`src/window_watchdog_pkg.sv`:
```
package window_watchdog_pkg;

  // ----------------------------------------------------------------
  // Register map (word index on the plain register port)
  // ----------------------------------------------------------------
  localparam logic [7:0] CTRL_ADDR  = 8'h00;
  localparam logic [7:0] WIN_ADDR   = 8'h01;
  localparam logic [7:0] CTRL_RESET = 8'h7F;
  localparam logic [7:0] WIN_RESET  = 8'h7F;
  localparam logic [7:0] READ_NONE  = 8'h00;
  localparam int         ACT_BIT    = 7;
  localparam int         TOP_BIT    = 6;

  // ----------------------------------------------------------------
  // Counter threshold and step
  // ----------------------------------------------------------------
  localparam logic [6:0] COUNT_THRESH = 7'h40;
  localparam logic [6:0] COUNT_ONE    = 7'h01;

  // ----------------------------------------------------------------
  // Timing
  // ----------------------------------------------------------------
  localparam int TICK_CYCLES_DEF = 16384;
  localparam int CLK_PERIOD_NS   = 40;
  localparam int PULSE_NS        = 30000;
  // Typical figure, so rounded down, never below one cycle
  localparam int PULSE_CYCLES    = (PULSE_NS / CLK_PERIOD_NS < 1) ?
                                   1 : PULSE_NS / CLK_PERIOD_NS;
  localparam int PULSE_W         = $clog2(PULSE_CYCLES + 1);

  // Reset pulse state
  typedef enum logic [0:0] {
    PULSE_IDLE  = 1'b0,
    PULSE_DRIVE = 1'b1
  } pulse_state_t;

  // Counter decrement, shared by logic and checks
  function automatic logic [6:0] count_dec(input logic [6:0] c);
    count_dec = c - COUNT_ONE;
  endfunction

endpackage

```
`src/tick_prescaler.sv`:
```
`timescale 1ns/1ps
module tick_prescaler
  import window_watchdog_pkg::*;
#(
  parameter int TICK_CYCLES = TICK_CYCLES_DEF
) (
  input  wire logic clk,
  input  wire logic nrst,
  output logic      tick
);

  localparam int W = $clog2(TICK_CYCLES);
  localparam logic [W-1:0] LAST = W'(TICK_CYCLES - 1);

  logic [W-1:0] div;

  // ----------------------------------------------------------------
  // Free-running divider, one tick per period
  // ----------------------------------------------------------------
  always_ff @(posedge clk or negedge nrst) begin
    if (!nrst) begin
      div  <= '0;
      tick <= 1'b0;
    end else begin
      tick <= (div == LAST);
      div  <= (div == LAST) ? '0 : div + 1'b1;
    end
  end
endmodule

```
`src/reset_pulse.sv`:
```
`timescale 1ns/1ps
module reset_pulse
  import window_watchdog_pkg::*;
(
  input  wire logic clk,
  input  wire logic nrst,
  input  wire logic start,
  output logic      pin_out,
  output logic      pin_oe_n,
  output logic      busy
);

  pulse_state_t       state;
  logic [PULSE_W-1:0] left;
  logic [PULSE_W-1:0] low_len;

  // ----------------------------------------------------------------
  // Open-drain reset driver; starts while busy are dropped
  // ----------------------------------------------------------------
  always_ff @(posedge clk or negedge nrst) begin
    if (!nrst) begin
      state    <= PULSE_IDLE;
      left     <= '0;
      pin_oe_n <= 1'b1;
      busy     <= 1'b0;
    end else begin
      case (state)
        PULSE_IDLE: begin
          if (start) begin
            state    <= PULSE_DRIVE;
            left     <= PULSE_W'(PULSE_CYCLES - 1);
            pin_oe_n <= 1'b0;
            busy     <= 1'b1;
          end
        end
        PULSE_DRIVE: begin
          if (left == '0) begin
            state    <= PULSE_IDLE;
            pin_oe_n <= 1'b1;
            busy     <= 1'b0;
          end else begin
            left <= left - 1'b1;
          end
        end
        default: begin
          state    <= PULSE_IDLE;
          pin_oe_n <= 1'b1;
          busy     <= 1'b0;
        end
      endcase
    end
  end

  // Pin only ever pulls low
  always_ff @(posedge clk or negedge nrst) begin
    if (!nrst) pin_out <= 1'b0;
    else       pin_out <= 1'b0;
  end

  // Helper: length of the current low drive
  always_ff @(posedge clk or negedge nrst) begin
    if (!nrst)          low_len <= '0;
    else if (!pin_oe_n) low_len <= low_len + 1'b1;
    else                low_len <= '0;
  end
endmodule

```
`src/window_watchdog.sv`:
```
// The address-and-strobe port and the register addresses are this design's own decisions.
`timescale 1ns/1ps
// Notes on behaviour
// - Count drops once per 16384-cycle tick
// - Active rollover 40h to 3Fh resets system
// - Reset pin held low about 30 us
// - Reload above window value forces reset
// - Activate bit software-set, reset-cleared, gates rollover and early-reload resets
// - Option input selects hardware or software activation
// - Hardware activation ignores the activate bit
// - Option makes halt instruction cause reset
// - Control reads activate plus count, resets 7Fh
// - Window holds seven bits, resets 7Fh
module window_watchdog
  import window_watchdog_pkg::*;
#(
  parameter int TICK_CYCLES = TICK_CYCLES_DEF
) (
  input  wire logic       clk,
  input  wire logic       nrst,
  input  wire logic [7:0] addr,
  input  wire logic [7:0] wdata,
  input  wire logic       wr,
  input  wire logic       rd,
  output logic      [7:0] rdata,
  input  wire logic       opt_hw_activate,
  input  wire logic       opt_halt_reset,
  input  wire logic       halt_exec,
  output logic            rst_pin_out,
  output logic            rst_pin_oe_n
);

  // ----------------------------------------------------------------
  // Declarations
  // ----------------------------------------------------------------
  logic       opt_taken;
  logic       hw_act;
  logic       halt_rst;
  logic       watchdog_activate;
  logic [6:0] count;
  logic [6:0] window;
  logic       tick;
  logic       active;
  logic       wr_ctrl;
  logic       wr_win;
  logic       early_reload;
  logic       rollover;
  logic       halt_trig;
  logic       trigger;
  logic       pulse_busy;
  logic       count_top_bit;

  // ----------------------------------------------------------------
  // Option byte capture
  // ----------------------------------------------------------------
  // Straps sampled on the first edge after release, never by reset
  always_ff @(posedge clk or negedge nrst) begin
    if (!nrst) begin
      opt_taken <= 1'b0;
      hw_act    <= 1'b0;
      halt_rst  <= 1'b0;
    end else if (!opt_taken) begin
      opt_taken <= 1'b1;
      hw_act    <= opt_hw_activate;
      halt_rst  <= opt_halt_reset;
    end
  end

  // ----------------------------------------------------------------
  // Tick source
  // ----------------------------------------------------------------
  tick_prescaler #(
    .TICK_CYCLES (TICK_CYCLES)
  ) u_tick (
    .clk  (clk),
    .nrst (nrst),
    .tick (tick)
  );

  // ----------------------------------------------------------------
  // Decode and reset causes
  // ----------------------------------------------------------------
  // Hardware option overrides the software bit
  assign active        = hw_act | watchdog_activate;
  assign wr_ctrl       = wr && (addr == CTRL_ADDR);
  assign wr_win        = wr && (addr == WIN_ADDR);
  assign count_top_bit = count[TOP_BIT];
  // Reload too soon is refused and trips a reset
  assign early_reload  = wr_ctrl && active && (count > window);
  // A reload in the same cycle as a tick wins, so no rollover
  assign rollover      = tick && active && !wr_ctrl &&
                         (count == COUNT_THRESH);
  assign halt_trig     = halt_exec && halt_rst;
  // Inactive watchdog raises nothing of its own
  assign trigger       = early_reload | rollover | halt_trig;

  // ----------------------------------------------------------------
  // Activation bit
  // ----------------------------------------------------------------
  // Set only; a written zero leaves it alone
  always_ff @(posedge clk or negedge nrst) begin
    if (!nrst) begin
      watchdog_activate <= CTRL_RESET[ACT_BIT];
    end else if (wr_ctrl && wdata[ACT_BIT]) begin
      watchdog_activate <= 1'b1;
    end
  end

  // ----------------------------------------------------------------
  // Downcounter
  // ----------------------------------------------------------------
  // Runs even when inactive; the timeout length is whatever
  // software loads, 7Fh down to 40h giving the usable steps
  always_ff @(posedge clk or negedge nrst) begin
    if (!nrst) begin
      count <= CTRL_RESET[6:0];
    end else if (wr_ctrl && !early_reload) begin
      count <= wdata[6:0];
    end else if (tick && !wr_ctrl) begin
      count <= count_dec(count);
    end
  end

  // ----------------------------------------------------------------
  // Window register
  // ----------------------------------------------------------------
  always_ff @(posedge clk or negedge nrst) begin
    if (!nrst) begin
      window <= WIN_RESET[6:0];
    end else if (wr_win) begin
      window <= wdata[6:0];
    end
  end

  // ----------------------------------------------------------------
  // Read port
  // ----------------------------------------------------------------
  // Data stand for one cycle only; unmapped reads give zero
  always_ff @(posedge clk or negedge nrst) begin
    if (!nrst) begin
      rdata <= READ_NONE;
    end else if (rd) begin
      case (addr)
        CTRL_ADDR: rdata <= {watchdog_activate, count};
        WIN_ADDR:  rdata <= {1'b0, window};
        default:   rdata <= READ_NONE;
      endcase
    end else begin
      rdata <= READ_NONE;
    end
  end

  // ----------------------------------------------------------------
  // Reset pin driver
  // ----------------------------------------------------------------
  // The only output besides registers; no interrupt exists
  reset_pulse u_pulse (
    .clk      (clk),
    .nrst     (nrst),
    .start    (trigger),
    .pin_out  (rst_pin_out),
    .pin_oe_n (rst_pin_oe_n),
    .busy     (pulse_busy)
  );
endmodule

```
`config.mk`:
```
export PLATFORM = sky130hd
export DESIGN_NAME = window_watchdog
export DESIGN_NICKNAME = d
export VERILOG_FILES = /design/src/window_watchdog_pkg.sv /design/src/tick_prescaler.sv /design/src/reset_pulse.sv /design/src/window_watchdog.sv
export SDC_FILE = /design/constraint.sdc
export NUM_CORES = 1
export LEC_CHECK = 0
export ABC_AREA = 0
export BUFFER_PORTS_ARGS = -buffer_cell sky130_fd_sc_hd__clkbuf_2
export CORE_MARGIN = 1
export CORE_UTILIZATION = 50
export CTS_CLUSTER_SIZE = 14
export DETAILED_ROUTE_END_ITERATION = 16
export PLACE_DENSITY = 0.81
export SYNTH_ARGS = -nofsm -noshare
export SYNTH_HDL_FRONTEND = slang
export SYNTH_HIERARCHICAL = 1
export SYNTH_SLANG_ARGS = --single-unit
```
`constraint.sdc`:
```
create_clock -name clk -period 2.5 [get_ports clk]
set_clock_uncertainty 0.1 [all_clocks]
set_input_delay 0.5 -clock clk [delete_from_list [all_inputs] [get_ports clk]]
set_output_delay 0.5 -clock clk [all_outputs]
set_load 0.05 [all_outputs]
```
# Yosys cells after proc, flatten, opt, wreduce, memory -nomap -nowiden
# Cells that the tools add are included.
[op_classes]
add_sub_neg = 3
mux = 14
n_reduce_logical = 18
order_cmp = 1
bitwise = 4
eq_ne = 6
[op_table]
columns = ["cell", "count"]
rows = [
  ["2-to-1 mux 10 bit", 2],
  ["case mux 10 bit (2 select lines)", 1],
  ["case mux 8 bit (2 select lines)", 1],
  ["adder 14 x 1 -> 14 bit (second input constant)", 1],
  ["== test 14 bit (second input constant)", 1],
  ["2-to-1 mux 14 bit", 1],
  ["2-to-1 mux 7 bit", 2],
  ["logical AND 1 bit", 11],
  ["zero test 10 bit", 1],
  ["subtractor 10 x 1 -> 10 bit (second input constant)", 1],
  ["== test 8 x 1 -> 1 bit (second input constant)", 1],
  ["zero test 8 bit", 1],
  ["2-to-1 mux 8 bit", 1],
  ["== test 7 bit (second input constant)", 1],
  ["> comparator 7 bit", 1],
  ["subtractor 7 x 1 -> 7 bit (second input constant)", 1],
  ["inequality test 2 bit (second input constant)", 3],
  ["2-to-1 mux 1 bit", 4],
  ["case mux 1 bit (2 select lines)", 2],
  ["AND reduction 2 bit", 2],
  ["bitwise OR 1 bit", 3],
  ["zero test 1 bit", 2],
  ["nonzero test 2 bit", 1],
  ["NOT 1 bit", 1],
]
[totals]
output_inout_bits = 10
word_cells = 58
input_bits = 23
ff_bits = 53

# Logic depth before layout (Yosys ltp)
# Gate-level depths: netlist of the first run.
[depth]
ltp_word = 9
depth_mapped = 9
ltp_nobuf = 9

# Hierarchy
# Netlist of the first run, hierarchy kept.
[by_module_without_submodules]
columns = ["mod", "seq_area_each_um2", "n_inst", "cells_per_inst", "area_each_um2"]
rows = [
  ["window_watchdog", 668.1, 1, 139, 1475.2],
  ["reset_pulse", 326.6, 1, 77, 758.2],
  ["tick_prescaler", 375.4, 1, 60, 661.9],
]

# Worst setup path before layout of the first run
# Ideal clock, no wire load.
[synth_path]
kind = "input port to flip-flop"
from = "input port addr[4]"
to = "register u_pulse.left[3]"
setup_time_ns = 0.129
n_path_buf = 1
t_required_ns = 2.271
cell_stages = 9
arrival_ns = 1.897
path_slack_ns = 0.375
path_cell_list = "nor4_2 > and4b_4 > buf_8 > nor3_1 > a21oi_1 > nand2_1 > nor2b_1 > o22ai_1 > o41ai_1"
[synth_between]
elab_chain_len = 9
word_cells_on_any_way = 11
classes_between = "eq/ne (1); bitwise (2); reduce/logical (8)"
[synth_rtl]
columns = ["element", "line_no", "text"]
rows = [
  ["start: declaration", "window_watchdog.sv:21", "input wire logic [7:0] addr,"],
  ["zero test 8 bit *", "window_watchdog.sv:85", "assign wr_ctrl = wr && (addr == CTRL_ADDR);"],
  ["logical AND 1 bit *", "window_watchdog.sv:85", ""],
  ["zero test 1 bit", "window_watchdog.sv:91", "assign rollover = tick && active && !wr_ctrl &&"],
  ["logical AND 1 bit (2 in a row)", "window_watchdog.sv:91", ""],
  ["bitwise OR 1 bit * (2 in a row)", "window_watchdog.sv:95", "assign trigger = early_reload | rollover | halt_trig;"],
  ["via trigger", "window_watchdog.sv:49", "logic trigger;"],
  ["inequality test 2 bit (no line) *", "n/a", ""],
  ["AND reduction 2 bit (no line) *", "n/a", ""],
  ["end signal: assignment", "reset_pulse.sv:31", "left <= PULSE_W'(PULSE_CYCLES - 1);"],
  ["end signal: assignment", "reset_pulse.sv:42", "left <= left - 1'b1;"],
  ["end: declaration", "reset_pulse.sv:14", "logic [PULSE_W-1:0] left;"],
]
# Mark *: on every way through the listed nets, which the timed path passes. The rest lies on a longest branch.
# A chain may end at the register's enable or synchronous reset.

# Worst setup path after layout of the first run
[layout_path]
from = "register window[4]"
to = "register u_pulse.left[3]"
[layout_between]
elab_chain_len = 6
[layout_rtl]
columns = ["element", "line_no", "text"]
rows = [
  ["start: declaration", "window_watchdog.sv:41", "logic [6:0] window;"],
  ["start signal: assignment", "window_watchdog.sv:129", "window <= WIN_RESET[6:0];"],
  ["start signal: assignment", "window_watchdog.sv:131", "window <= wdata[6:0];"],
  ["> comparator 7 bit", "window_watchdog.sv:89", "assign early_reload = wr_ctrl && active && (count > window);"],
  ["logical AND 1 bit", "window_watchdog.sv:89", ""],
  ["bitwise OR 1 bit (2 in a row)", "window_watchdog.sv:95", ""],
  ["via trigger", "window_watchdog.sv:49", ""],
  ["inequality test 2 bit (no line)", "n/a", ""],
  ["AND reduction 2 bit (no line)", "n/a", ""],
]
# The timed path passes the listed nets, and every way through them passes these cells.

==> results.md, run 1 <==
Final layout:
- The design area is 3156 µm².
- 0 antenna diodes ended up in the layout.
- The fraction of layout instances using a drive strength above 1 is 27.45%.
- Fill cells in the final layout number 458.
- After the last flow step, the layout net total stands at 339.
- Cells fill 57.31% of the core in the end.
- The area growth from synthesis to layout is 10.23%.

Global route:
- The total routing usage reported by global routing is 20.83%.
- The first global-routing pass estimated 9942 µm of wire.
- The layer with the highest usage is met2.
- Summed over all layers, the global routing overflow is 0.
- The met3 track demand over resource in global routing is 3.765%.
- The via count of the first global-routing pass is 2189.
- In the global route stage, met1 resource usage came out at 27.01%.
- The initial antenna violation count is 0.
- Entering global routing, the biggest net connects 54 pins.
- The global-route met2 utilization is 34.42%.

Synthesis:
- The summed instance area of the synthesized netlist is 2863 µm².
- The synthesized netlist cell count is 274.
- The Yosys step of the flow raised 6 warnings.
- Averaged over all synthesized cells, the footprint is 10.45 µm².
- When the netlist entered floorplanning its net count stood at 308.

Clocking:
- The count of buffers added by post-CTS timing repair for setup is 0.
- The clock sink count is 53.
- The cell chosen for the clock root is sky130_fd_sc_hd__clkbuf_8.
- In this run the deepest clock path goes through 2 buffers.
- The clock transition time at the flip-flop clock pins of the worst setup and hold paths is 100 ps.
- The TritonCTS buffer count is 5.
- The CTS H-tree depth is 2.
- For the worst-skew pair, the clock arrives at the later sink with an insertion delay of 310 ps.
- TritonCTS built the clock tree.

Setup path:
- The critical path crosses 9 cells after its start point.
- Walking the worst path, the cells encountered are inv_1 > ha_1 > a21oi_1 > o21ai_1 > o211ai_4 > nand2_2 > nor2b_1 > o22ai_1 > o41ai_1.
- The kind of start point of the critical path is a register.
- Data on the critical path arrives at its endpoint at 2420 ps.
- The slowest stage cell on the critical path is sky130_fd_sc_hd__dfstp_2.
- The kind of critical path is reg2reg.
- For flop-to-flop paths, the worst setup slack is 160 ps.
- The critical path's largest stage delay is 550 ps.
- On the critical path the largest part of the delay comes from compound AO/OA/AOI/OAI gates.
- STA classifies the critical path endpoint as a register.
- At the worst endpoint, the required time is 2580 ps.
- The worst register-to-register path has a depth of 9.
- The number of buffer and inverter stages on the critical path is 1.
- Along the worst path, the maximum fanout reaches 7.

Drt:
- The count of nets left with antenna violations once routing finished came out at 0.
- The overall routed net length is 5602 µm.
- In this run, the number of DRC markers left after iteration 0 of detailed routing was 154.
- Detailed routing inserted a total of 2166 vias.
- The first detailed-routing pass ran for 4 iterations.
- The detail-routed net length per standard cell is 14.82 µm.
- For this run, design rule violations remaining after detail routing come to 0.
- After detailed routing, the number of vias per cell comes to 5.730.

STA:
- The total setup violations reported at the end of the flow is 0.
- The final-report hold violation count is 0.
- The max-slew violation total from the final report is 0.
- Setup total negative slack on the finished layout was measured at 0 ps.
- For the pin with the worst max-slew slack, the measured transition is 674.6 ps.
- The worst path needs 2337 ps of the cycle, external delays included.
- Headroom to the max-slew limit came out at 54.61%.
- The portion of the clock cycle consumed by the worst path in the final layout is 93.48%.
- Derived from the worst setup path, the maximum achievable clock frequency is 0.4279 GHz.
- Setup repair after global routing left no endpoint under its margin.

Floorplan:
- The chip width is 77.67 µm.
- The height of the die is 77.67 µm.
- The site row count is 27.
- The die covers 6032 µm².
- Once the floorplan was initialized, standard cells occupied 51.99% of the core.
- The core region is 5507 µm².
- 33 I/O pins were placed.

Worst hold path:
- In this run the worst hold path is classified as in2async.

Pwr:
- The analysis attributes to net switching a power of 521.9 µW.
- Cell internal power was estimated by the tool at 1.250 mW.
- Of the total power, registers draw 58.6%.
- The post-route total power is 1.772 mW.
- The leakage power summed over all cells is 1.337 nW.
- The total power per unit cell area is 561.4 nW/µm².
- The maximum VDD drop is 0.2772 mV.
- The net switching share of the total power is 29.46%.
- Per report_power, the combinational group accounts for 13.3% of the total.
- The clock network is responsible for 28.1% of the overall power.

Run status:
- The flow ran to the end, and the final reports show no timing, DRC or antenna violations.

Job:
- The max capacitance violation total is 0.

Place:
- The post-detailed-placement half-perimeter wirelength is 4140 µm.
- In this run the cell area measured after placement is 3058 µm².
- During placement, the flow inserted port buffers numbering 31.
- The congestion estimate from routability-driven global placement came to 0.8440.
==> through the flow <==
| step | hold slack, ps | worst slack [ps] | cells |
|---|---|---|---|
| CTS | 221.7 | 98.99 | 378 |
| finish | 187.0 | 163.0 | 378 |
| detailed placement | 382.2 | 122.2 | 370 |
| global route | 264.2 | 34.82 | 378 |
| global placement | 372.4 | 194.1 | 370 |
| floorplan | 104.4 | 381.7 | 274 |
==> power by group through the flow <==
stage	Clock, mW	Combinational (mW)	Sequential, mW
final	0.498	0.235	1.04
after global routing	0.553	0.274	1.06
after CTS	0.508	0.238	1.04
after detailed placement	0	0.236	1.05
after global placement	0	0.225	1.05
after floorplan	0	0.197	1.01
==> worst register-to-register path, delay by kind of cell (launching register included) <==
family,cells,cell delay [ps]
DFF,1,550
AOI/OAI and AO/OA,5,880
adders and majority gates,1,300
buffers and inverters,1,50
and+or+nand+nor,2,340
==> repair_timing <==
item,4_1_cts,5_1_grt
setup endpoints to repair,0,3
resized for setup,0,1
hold buffers,0,0
==> path summary, 6_finish.rpt <==
check / from / end
max reg2reg: window[4] / u_pulse/left[3]
max in group asynchronous: nrst / u_tick/div[11]
min in group clk: wdata[0] / count[0]
min: nrst / rdata[4]
max: window[4] / u_pulse/left[3]
min reg2reg: u_tick/div[12] / u_tick/div[12]
==> flip-flops by register name, summed over array words and instances, names as in the netlist <==
name	flops
u_tick/div	14
u_pulse/left	10
window	7
halt_rst	1
u_pulse/state	1
opt_taken	1
rdata	8
count	7
u_pulse/pin_oe_n	1
watchdog_activate	1
u_tick/tick	1
hw_act	1
==> layer usage <==
layer	vias up	wire (µm)
met4	0	104
li1	1046	-
met1	1059	2565
met3	12	187
met2	49	2744
met5	-	0
==> final cells by class <==
cell class / count / area, µm² / area share (%)
timing repair buffer: 34 / 177.7 / 5.630
inverter: 17 / 63.81 / 2.022
sequential: 53 / 1345 / 42.62
clock buffer: 5 / 68.82 / 2.181
tap: 72 / 90.09 / 2.855
multi-input combinational: 194 / 1384 / 43.85
clock inverter: 3 / 26.28 / 0.8327
==> cell usage in the layout, fill, tap and decap left out, types with 4 or more instances in the layout <==
cell type	n
sky130_fd_sc_hd__dfrtp_1	38
sky130_fd_sc_hd__clkbuf_2	31
sky130_fd_sc_hd__nor2_1	25
sky130_fd_sc_hd__inv_1	17
sky130_fd_sc_hd__nand2_1	17
sky130_fd_sc_hd__dfstp_2	15
sky130_fd_sc_hd__ha_1	11
sky130_fd_sc_hd__a21oi_1	9
sky130_fd_sc_hd__nand3_1	9
sky130_fd_sc_hd__o21ai_0	9
sky130_fd_sc_hd__xnor2_1	9
sky130_fd_sc_hd__nor3_1	8
sky130_fd_sc_hd__mux2i_1	8
sky130_fd_sc_hd__mux2_2	7
sky130_fd_sc_hd__o211ai_1	6
sky130_fd_sc_hd__nand4_1	5
sky130_fd_sc_hd__xor2_1	5
sky130_fd_sc_hd__clkbuf_8	5
sky130_fd_sc_hd__nor4_1	4
No activity file was read; power rests on OpenSTA's default activity.
==> run 2: changes to the inputs <==
- clock period: 2.5 -> 2.7 ns (I/O delays scaled with it)
==> run 2 against run 1 <==
Global-route usage grew 0.30 points; combinational power is 4% lower; register-to-register slack gained 80 ps; first-iteration DRC count is the same; cell count shrank 0.26%; setup slack improved by 75 ps; via count fell by 0.32%; largest power group unchanged; highest routed layer unchanged.
==> results.md, run 2 (synthesis results as in run 1) <==
Setup path:
- The critical path is of the reg2reg type.
- The largest fanout on the critical path is 7 (unchanged).
- The data arrival time of the worst path was 2540 ps (+120 ps).
- The internal reg-to-reg setup slack is 240 ps (+80 ps).
- In this run the critical register-to-register path is captured at u_pulse/left[2].
- STA classifies the critical path startpoint as a register.
- The worst register-to-register path begins at window[2].
- The length in cells of the worst reg-to-reg path was 9 (unchanged).
- The critical path required time came to 2770 ps (+190 ps).
- The sort of element at the end of the critical path is a register.

Drt:
- The total iterations of the first detailed-routing run is 4 (unchanged).
- The count of nets left with antenna violations after detail routing came to 0 (unchanged).
- The detail-routed net length per standard cell is 15.08 µm (+1.7%).
- The DRC violation total after the first TritonRoute iteration is 154 (unchanged).
- The overall routed net length is 5684 µm (+1.5%).
- The vias after detailed routing came to 2159 (-0.32%).
- The detail-routed via count per cell is 5.727 (about the same).
- The DRC violation count after routing was 0 (unchanged).

STA:
- The final-report hold violation count came to 0 (unchanged).
- The post-layout minimum cycle time is 2462 ps (+124.9 ps).
- The total setup violations reported at the end of the flow is 0 (unchanged).
- The worst slew margin relative to its limit is 47.68% (-6.9 points).
- The final sum of negative setup slack came to 0 ps (unchanged).
- The post-layout worst setup margin is 238.1 ps (+75.06 ps).
- The max-slew violation total from the final report is 0 (unchanged).
- The portion of the clock cycle consumed by the worst path in the final layout is 91.18% (-2.3 points).
- The pin slew with the least headroom to its limit is 773.9 ps (+99.31 ps).
- The timing-limited maximum frequency is 0.4062 GHz (-5.1%).
- Setup repair after global routing left no endpoint under its margin.

Floorplan:
- The starting density of the core is 51.99% (unchanged).
- The core box area was 5507 µm² (unchanged).
- The site row count came to 27 (unchanged).
- The count of pins on the block boundary is 33 (unchanged).
- The chip width came to 77.67 µm (unchanged).
- The height of the die is 77.67 µm (unchanged).
- The area of the die is 6032 µm² (unchanged).

Final layout:
- The design area came to 3152 µm² (-0.12%).
- The area growth from synthesis to layout is 10.10%.
- The register area is 1345 µm² (unchanged).
- The library cell used most frequently in the layout, excluding fill and tap cells, is sky130_fd_sc_hd__dfrtp_1.
- The combined area of the multi-input logic cells is 1384 µm² (unchanged).
- The fraction of layout instances using a drive strength above 1 is 26.89% (-0.57 points).
- The register with the most flip-flops in the final layout is u_tick/div.
- The net total in the final layout is 338 (-0.29%).
- The layout filler cell count was 474 (+3.5%).
- In the final layout, the registers with the most flip-flops are u_tick/div (14), u_pulse/left (10), rdata (8).
- The number of flip-flops under the largest register name is 14 (unchanged).
- Leaving out fill and tap cells, the most frequent cells in the layout are sky130_fd_sc_hd__dfrtp_1, sky130_fd_sc_hd__clkbuf_2, sky130_fd_sc_hd__nor2_1.
- The number of antenna cells inserted is 0 (unchanged).

Clocking:
- The count of buffers added by post-CTS timing repair for setup is 0 (unchanged).
- The clock transition time at the flip-flop clock pins of the worst setup and hold paths is 90 ps (about the same).
- The TritonCTS buffer count is 5 (unchanged).
- The worst-skew pair later-pin latency was 310 ps (about the same).
- The total of cells resized after clock tree synthesis is 0 (unchanged).
- The clock sink count was 53 (unchanged).
- The quantity of hold-fixing buffers added after cts is 0 (unchanged).
- The CTS H-tree depth is 2 (unchanged).
- The number of buffers between clock root and the deepest sink is 2 (unchanged).
- CTS placed an instance of sky130_fd_sc_hd__clkbuf_8 at the clock tree root.
- TritonCTS built the clock tree.

Global route:
- The total routing usage reported by global routing is 21.12% (+0.30 points).
- The sum of overflow across all layers after global routing is 0 (unchanged).
- The global-route wire length before repair is 9936 µm (about the same).
- The via count of the first global-routing pass is 2068 (-5.5%).
- The initial antenna violation count was 0 (unchanged).
- The maximum number of pins on one net before global-route repair is 35 (-35%).

Place:
- The post-placement cell area came to 3063 µm² (+0.16%).
- The worst slack at placement is 237.8 ps (+115.6 ps).
- The placer's final routability congestion estimate was 0.8789 (+4.1%).
- The post-detailed-placement half-perimeter wirelength came to 4171 µm (+0.74%).
- The count of buffers from port buffering came to 31 (unchanged).

Pwr:
- The maximum VDD drop came to 0.2496 mV (-10%).
- The total power per unit cell area is 517.9 nW/µm² (-7.7%).
- The leakage power summed over all cells was 1.340 nW (+0.18%).

Run status:
- The flow ran to the end, and the final reports show no timing, DRC or antenna violations.

Job:
- The max capacitance violation total is 0 (unchanged).

Worst hold path:
- The worst hold path class is in2async.
[run 2: cell types whose count changed in the layout (fill, tap and decap cells not counted)]
cell | before | now
sky130_fd_sc_hd__buf_12 | 0 | 1
sky130_fd_sc_hd__buf_4 | 3 | 1
sky130_fd_sc_hd__clkbuf_1 | 0 | 1
sky130_fd_sc_hd__clkinv_2 | 0 | 1
sky130_fd_sc_hd__clkinvlp_4 | 2 | 0
sky130_fd_sc_hd__inv_6 | 0 | 1
sky130_fd_sc_hd__inv_8 | 1 | 0
[run 2: critical path, stage by stage, from the launching register on]
cell	delay, ps
sky130_fd_sc_hd__dfstp_2	560
sky130_fd_sc_hd__inv_1	50
sky130_fd_sc_hd__ha_1	300
sky130_fd_sc_hd__a21oi_1	170
sky130_fd_sc_hd__a21oi_2	110
sky130_fd_sc_hd__o211ai_4	320
sky130_fd_sc_hd__nand2_2	160
sky130_fd_sc_hd__nor2b_1	180
sky130_fd_sc_hd__mux2i_1	240
sky130_fd_sc_hd__o31ai_1	150
[run 2: through the flow]
stage | hold WS [ps] | cells | util (%) | power [mW]
after floorplan | 144.4 | 274 | - | 1.119
after global placement | 374.1 | 369 | 55.62 | 1.179
after global routing | 125.2 | 377 | 57.24 | 1.729
after detailed placement | 378.2 | 369 | 55.62 | 1.194
after CTS | 111.2 | 377 | 57.19 | 1.644
final | 92.50 | 377 | 57.24 | 1.632
[run 2: power breakdown]
| group | total, mW | internal, mW | switching (mW) |
|---|---|---|---|
| registers | 0.963 | 0.865 | 0.0977 |
| clock network | 0.444 | 0.185 | 0.258 |
| logic | 0.226 | 0.104 | 0.121 |
| total | 1.63 | 1.16 | 0.477 |
[run 2: worst max-delay path by stage]
stage	startpoint	endpoint	slack, ps	cells past startpoint
after floorplan	addr[4]	u_pulse/left[0]	540	9
after global placement	addr[4]	u_pulse/left[0]	350	9
after detailed placement	addr[4]	u_pulse/left[2]	240	9
after CTS	window[2]	u_pulse/left[2]	210	9
after global routing	window[6]	u_pulse/left[2]	70	9
final	window[2]	u_pulse/left[2]	240	9
[run 2: layout make-up]
type / instances / share of cell area [%]
Sequential cell: 53 / 42.68
Timing Repair Buffer: 33 / 5.796
Tap cell: 72 / 2.858
Clock buffer: 6 / 2.303
Inverter: 17 / 2.025
Clock inverter: 2 / 0.4367
Multi-Input combinational cell: 194 / 43.91
[run 2: metal layers]
metal / vias to the layer above / track usage [%] / wire length, µm
met1: 1047 / 28.54 / 2541
met3: 9 / 4.235 / 297
li1: 1045 / - / -
met4: 0 / 7.925 / 106
met5: - / 0 / 0
met2: 58 / 33.54 / 2738
==> run 3: changes to the inputs <==
--- a/config.mk
+++ b/config.mk
@@ -16,3 +16,2 @@
 export SYNTH_HDL_FRONTEND = slang
-export SYNTH_HIERARCHICAL = 1
 export SYNTH_SLANG_ARGS = --single-unit
==> constraint.sdc (replaced) <==
create_clock -name clk -period 2.7 [get_ports clk]
set_clock_uncertainty 0.1 [all_clocks]
set_input_delay 0.81 -clock clk [delete_from_list [all_inputs] [get_ports clk]]
set_output_delay 0.81 -clock clk [all_outputs]
set_load 0.05 [all_outputs]
==> run 3 against run 2 <==
Core utilization rose by 2.0 points; non-clock buffer count is 2 higher; clock-buffer cell count stayed put; die area shrank 4.7%; clock power rose by 25%; highest routed layer unchanged.
==> results.md, run 3 <==
Final layout:
- The largest registers in the layout are u_tick.div (14), u_pulse.left (10), rdata (8).
- The net total in the final layout is 315 (-6.8%).
- The leading cell type in the layout, fill and taps excluded is sky130_fd_sc_hd__dfrtp_1.
- The number of flip-flops under the largest register name is 14 (unchanged).
- The number of antenna cells inserted is 0 (unchanged).
- The register bank with the most flops is u_tick.div.
- The area growth from synthesis to layout is 12.40%.
- The layout filler cell count came to 407 (-14%).
- In the layout the commonest cells are sky130_fd_sc_hd__dfrtp_1, sky130_fd_sc_hd__clkbuf_2, sky130_fd_sc_hd__nor2_1.
- The design area came to 3062 µm² (-2.9%).
- The utilization after layout was 59.19% (+2.0 points).
- The fraction of layout instances using a drive strength above 1 is 30.14% (+3.3 points).
- The combined area of the multi-input logic cells was 1279 µm² (-7.6%).
- The register area is 1345 µm² (unchanged).

STA:
- The max-slew violation total from the final report is 0 (unchanged).
- The post-layout minimum cycle time is 2303 ps (-159.0 ps).
- The worst slew margin relative to its limit is 64.61% (+17 points).
- Setup repair after global routing left no endpoint under its margin.
- The final-report hold violation count was 0 (unchanged).
- The portion of the clock cycle consumed by the worst path in the final layout came to 85.30% (-5.9 points).
- The final sum of negative setup slack is 0 ps (unchanged).
- The timing-limited maximum frequency is 0.4342 GHz (+6.9%).
- The pin slew with the least headroom to its limit is 525.3 ps (-248.5 ps).
- The worst hold slack across all endpoints is 250.4 ps (+157.9 ps).
- The total setup violations reported at the end of the flow came to 0 (unchanged).

Clocking:
- The clock sink count came to 53 (unchanged).
- The total of cells resized after clock tree synthesis was 0 (unchanged).
- The count of buffers added by post-CTS timing repair for setup is 0 (unchanged).
- The TritonCTS buffer count is 5 (unchanged).
- The CTS H-tree depth came to 2 (unchanged).
- The CTS tree is built.
- The quantity of hold-fixing buffers added after cts is 0 (unchanged).
- The cell chosen for the clock root is sky130_fd_sc_hd__clkbuf_8.
- The number of buffers between clock root and the deepest sink came to 2 (unchanged).
- The clock transition time at the flip-flop clock pins of the worst setup and hold paths is 90 ps (about the same).
- The worst-skew pair later-pin latency is 300 ps (about the same).

Setup path:
- The length in cells of the worst reg-to-reg path is 6 (-3).
- The capture instance of the worst register-to-register path is count[2].
- The largest fanout on the critical path is 6 (-1).
- The launching element of the worst setup path is count[4].
- The critical path required time was 2840 ps (+70 ps).
- The worst setup path is launched from a register.
- The critical path is of the reg2reg type.
- STA classifies the critical path endpoint as a register.
- The internal reg-to-reg setup slack was 400 ps (+160 ps).
- The startpoint identified for the worst register-to-register timing path is count[4].
- The data arrival time of the worst path is 2440 ps (-100 ps).

Global route:
- The maximum number of pins on one net before global-route repair came to 25 (-29%).
- The via count of the first global-routing pass is 1890 (-8.6%).
- The initial antenna violation count was 0 (unchanged).
- The sum of overflow across all layers after global routing is 0 (unchanged).
- The global-route wire length before repair is 8431 µm (-15%).
- The total routing usage reported by global routing is 19.72% (-1.4 points).

Synthesis:
- The warning count from the yosys run is 0 (-6).
- The synthesized design contains 53 register bits.
- The number of nets in the synthesized netlist is 282 (-8.4%).
- The summed instance area of the synthesized netlist is 2724 µm² (-4.9%).
- The share of the Yosys chip area taken by registers is 49.38%.
- The most repeated cell in the gate-level netlist after synthesis is sky130_fd_sc_hd__dfrtp_1.
- The mean area per synthesized cell came to 10.98 µm² (+5.1%).
- The number of distinct library cell variants in the gate-level netlist after synthesis is 53.
- Sorting the synthesized cells by area gives the leading types as sky130_fd_sc_hd__dfrtp_1, sky130_fd_sc_hd__dfstp_2, sky130_fd_sc_hd__ha_1, sky130_fd_sc_hd__mux2_2, sky130_fd_sc_hd__xor2_1.
- The proportion of synthesized flip-flops having asynchronous set or reset is 100.0%.
- The synthesized design contains 0 enable-type register cells.
- The synthesized netlist cell count is 248 (-9.5%).
- The predominant post-synthesis flop cell is sky130_fd_sc_hd__dfrtp_1.
- The commonest cells after synthesis are sky130_fd_sc_hd__dfrtp_1, sky130_fd_sc_hd__nor2_1, sky130_fd_sc_hd__dfstp_2.
- The fraction of synthesized cell area taken by the top area cell type is 34.91%.
- The cell type contributing the most total cell area after synthesis is sky130_fd_sc_hd__dfrtp_1.

Floorplan:
- The site row count is 26 (-3.7%).
- The core box area was 5172 µm² (-6.1%).
- The starting density of the core came to 52.66% (+0.67 points).
- The height of the die came to 75.81 µm (-2.4%).
- The count of pins on the block boundary came to 33 (unchanged).
- The area of the die was 5747 µm² (-4.7%).
- The chip width is 75.81 µm (-2.4%).

Pwr:
- The total power per unit cell area is 488.5 nW/µm² (-5.7%).
- The maximum VDD drop is 0.2381 mV (-4.6%).
- The share of power burned in combinational logic came to 6.9% (-6.9 points).
- The switching power summed over all nets is 331.3 µW (-31%).
- The relative contribution of sequential cells to total power was 55.8% (-3.2 points).
- The leakage power summed over all cells is 1.360 nW (+1.5%).
- The internal power summed over all cells came to 1.164 mW (+0.80%).
- The clock power share is 37.3% (+10 points).
- The net switching share of the total power is 22.15% (-7.1 points).

Worst hold path:
- The tightest min-delay check is of the in2async type.

Place:
- The post-placement cell area was 2942 µm² (-4.0%).
- The post-detailed-placement half-perimeter wirelength is 3773 µm (-9.5%).
- The count of buffers from port buffering is 31 (unchanged).
- The placer's final routability congestion estimate is 0.7681 (-13%).

Drt:
- The DRC violation count after routing was 0 (unchanged).
- The DRC violation total after the first TritonRoute iteration is 87 (-44%).
- The detail-routed net length per standard cell came to 14.34 µm (-4.9%).
- The detail-routed via count per cell is 5.628 (-1.7%).
- The count of nets left with antenna violations after detail routing was 0 (unchanged).
- The total iterations of the first detailed-routing run is 4 (unchanged).
- The vias after detailed routing is 1981 (-8.2%).
- The overall routed net length is 5049 µm (-11%).

Job:
- The max capacitance violation total is 0 (unchanged).

Run status:
- The run finished with clean final reports.
run 3: cell families after synthesis:
group | after synthesis | share of synthesized area (%)
simple gates | 87 | 18.01
flops | 53 | 49.38
compound gates | 45 | 13.32
buf+inv | 21 | 3.674
xor+xnor | 17 | 5.466
mux | 12 | 4.823
fa+ha+maj | 11 | 5.053
other cells | 2 | 0.2757
run 3: how the worst max path moves through the flow:
stage	end	slack [ps]
after floorplan	u_pulse.left[4]	430
final	count[2]	400
after global placement	rdata[6]	310
after CTS	count[2]	400
after detailed placement	rdata[2]	240
after global routing	count[0]	300
run 3: per-layer routing:
metal / up-vias / wire length (µm) / track usage [%]
li1: 966 / - / -
met1: 974 / 2354 / 24.79
met2: 38 / 2525 / 34.12
met3: 3 / 136 / 3.836
met4: 0 / 32 / 6.379
met5: - / 0 / 0
run 3: layout make-up:
class,count,area share [%]
Clock buffer,6,2.697
Multi-Input combinational cell,174,41.77
Timing Repair Buffer,35,6.048
Sequential cell,53,43.93
Inverter,12,1.471
Tap cell,70,2.861
Clock inverter,2,1.226
run 3: critical path, stage by stage, from the launching register on:
cell                      delay, ps
sky130_fd_sc_hd__dfstp_2        620
sky130_fd_sc_hd__ha_1           270
sky130_fd_sc_hd__a21oi_1        160
sky130_fd_sc_hd__o21ai_0        200
sky130_fd_sc_hd__o21ai_0        360
sky130_fd_sc_hd__nand2_1        220
sky130_fd_sc_hd__o221a_2        320
run 3: through the flow:
stage / setup WS (ps) / power [mW] / instances
after floorplan: 430.1 / 0.9030 / 248
after global placement: 310.7 / 0.9501 / 344
after detailed placement: 238.2 / 0.9546 / 344
after CTS: 402.6 / 1.509 / 352
after global routing: 296.2 / 1.552 / 352
final: 397.0 / 1.496 / 352
run 3: power by group through the flow:
stage | logic [mW] | clock network (mW) | registers [mW]
5_1_grt | 0.118 | 0.596 | 0.838
6_report | 0.103 | 0.557 | 0.835
4_1_cts | 0.105 | 0.569 | 0.835
3_3_place_gp | 0.101 | 0 | 0.849
2_1_floorplan | 0.0593 | 0 | 0.844
3_5_place_dp | 0.106 | 0 | 0.849
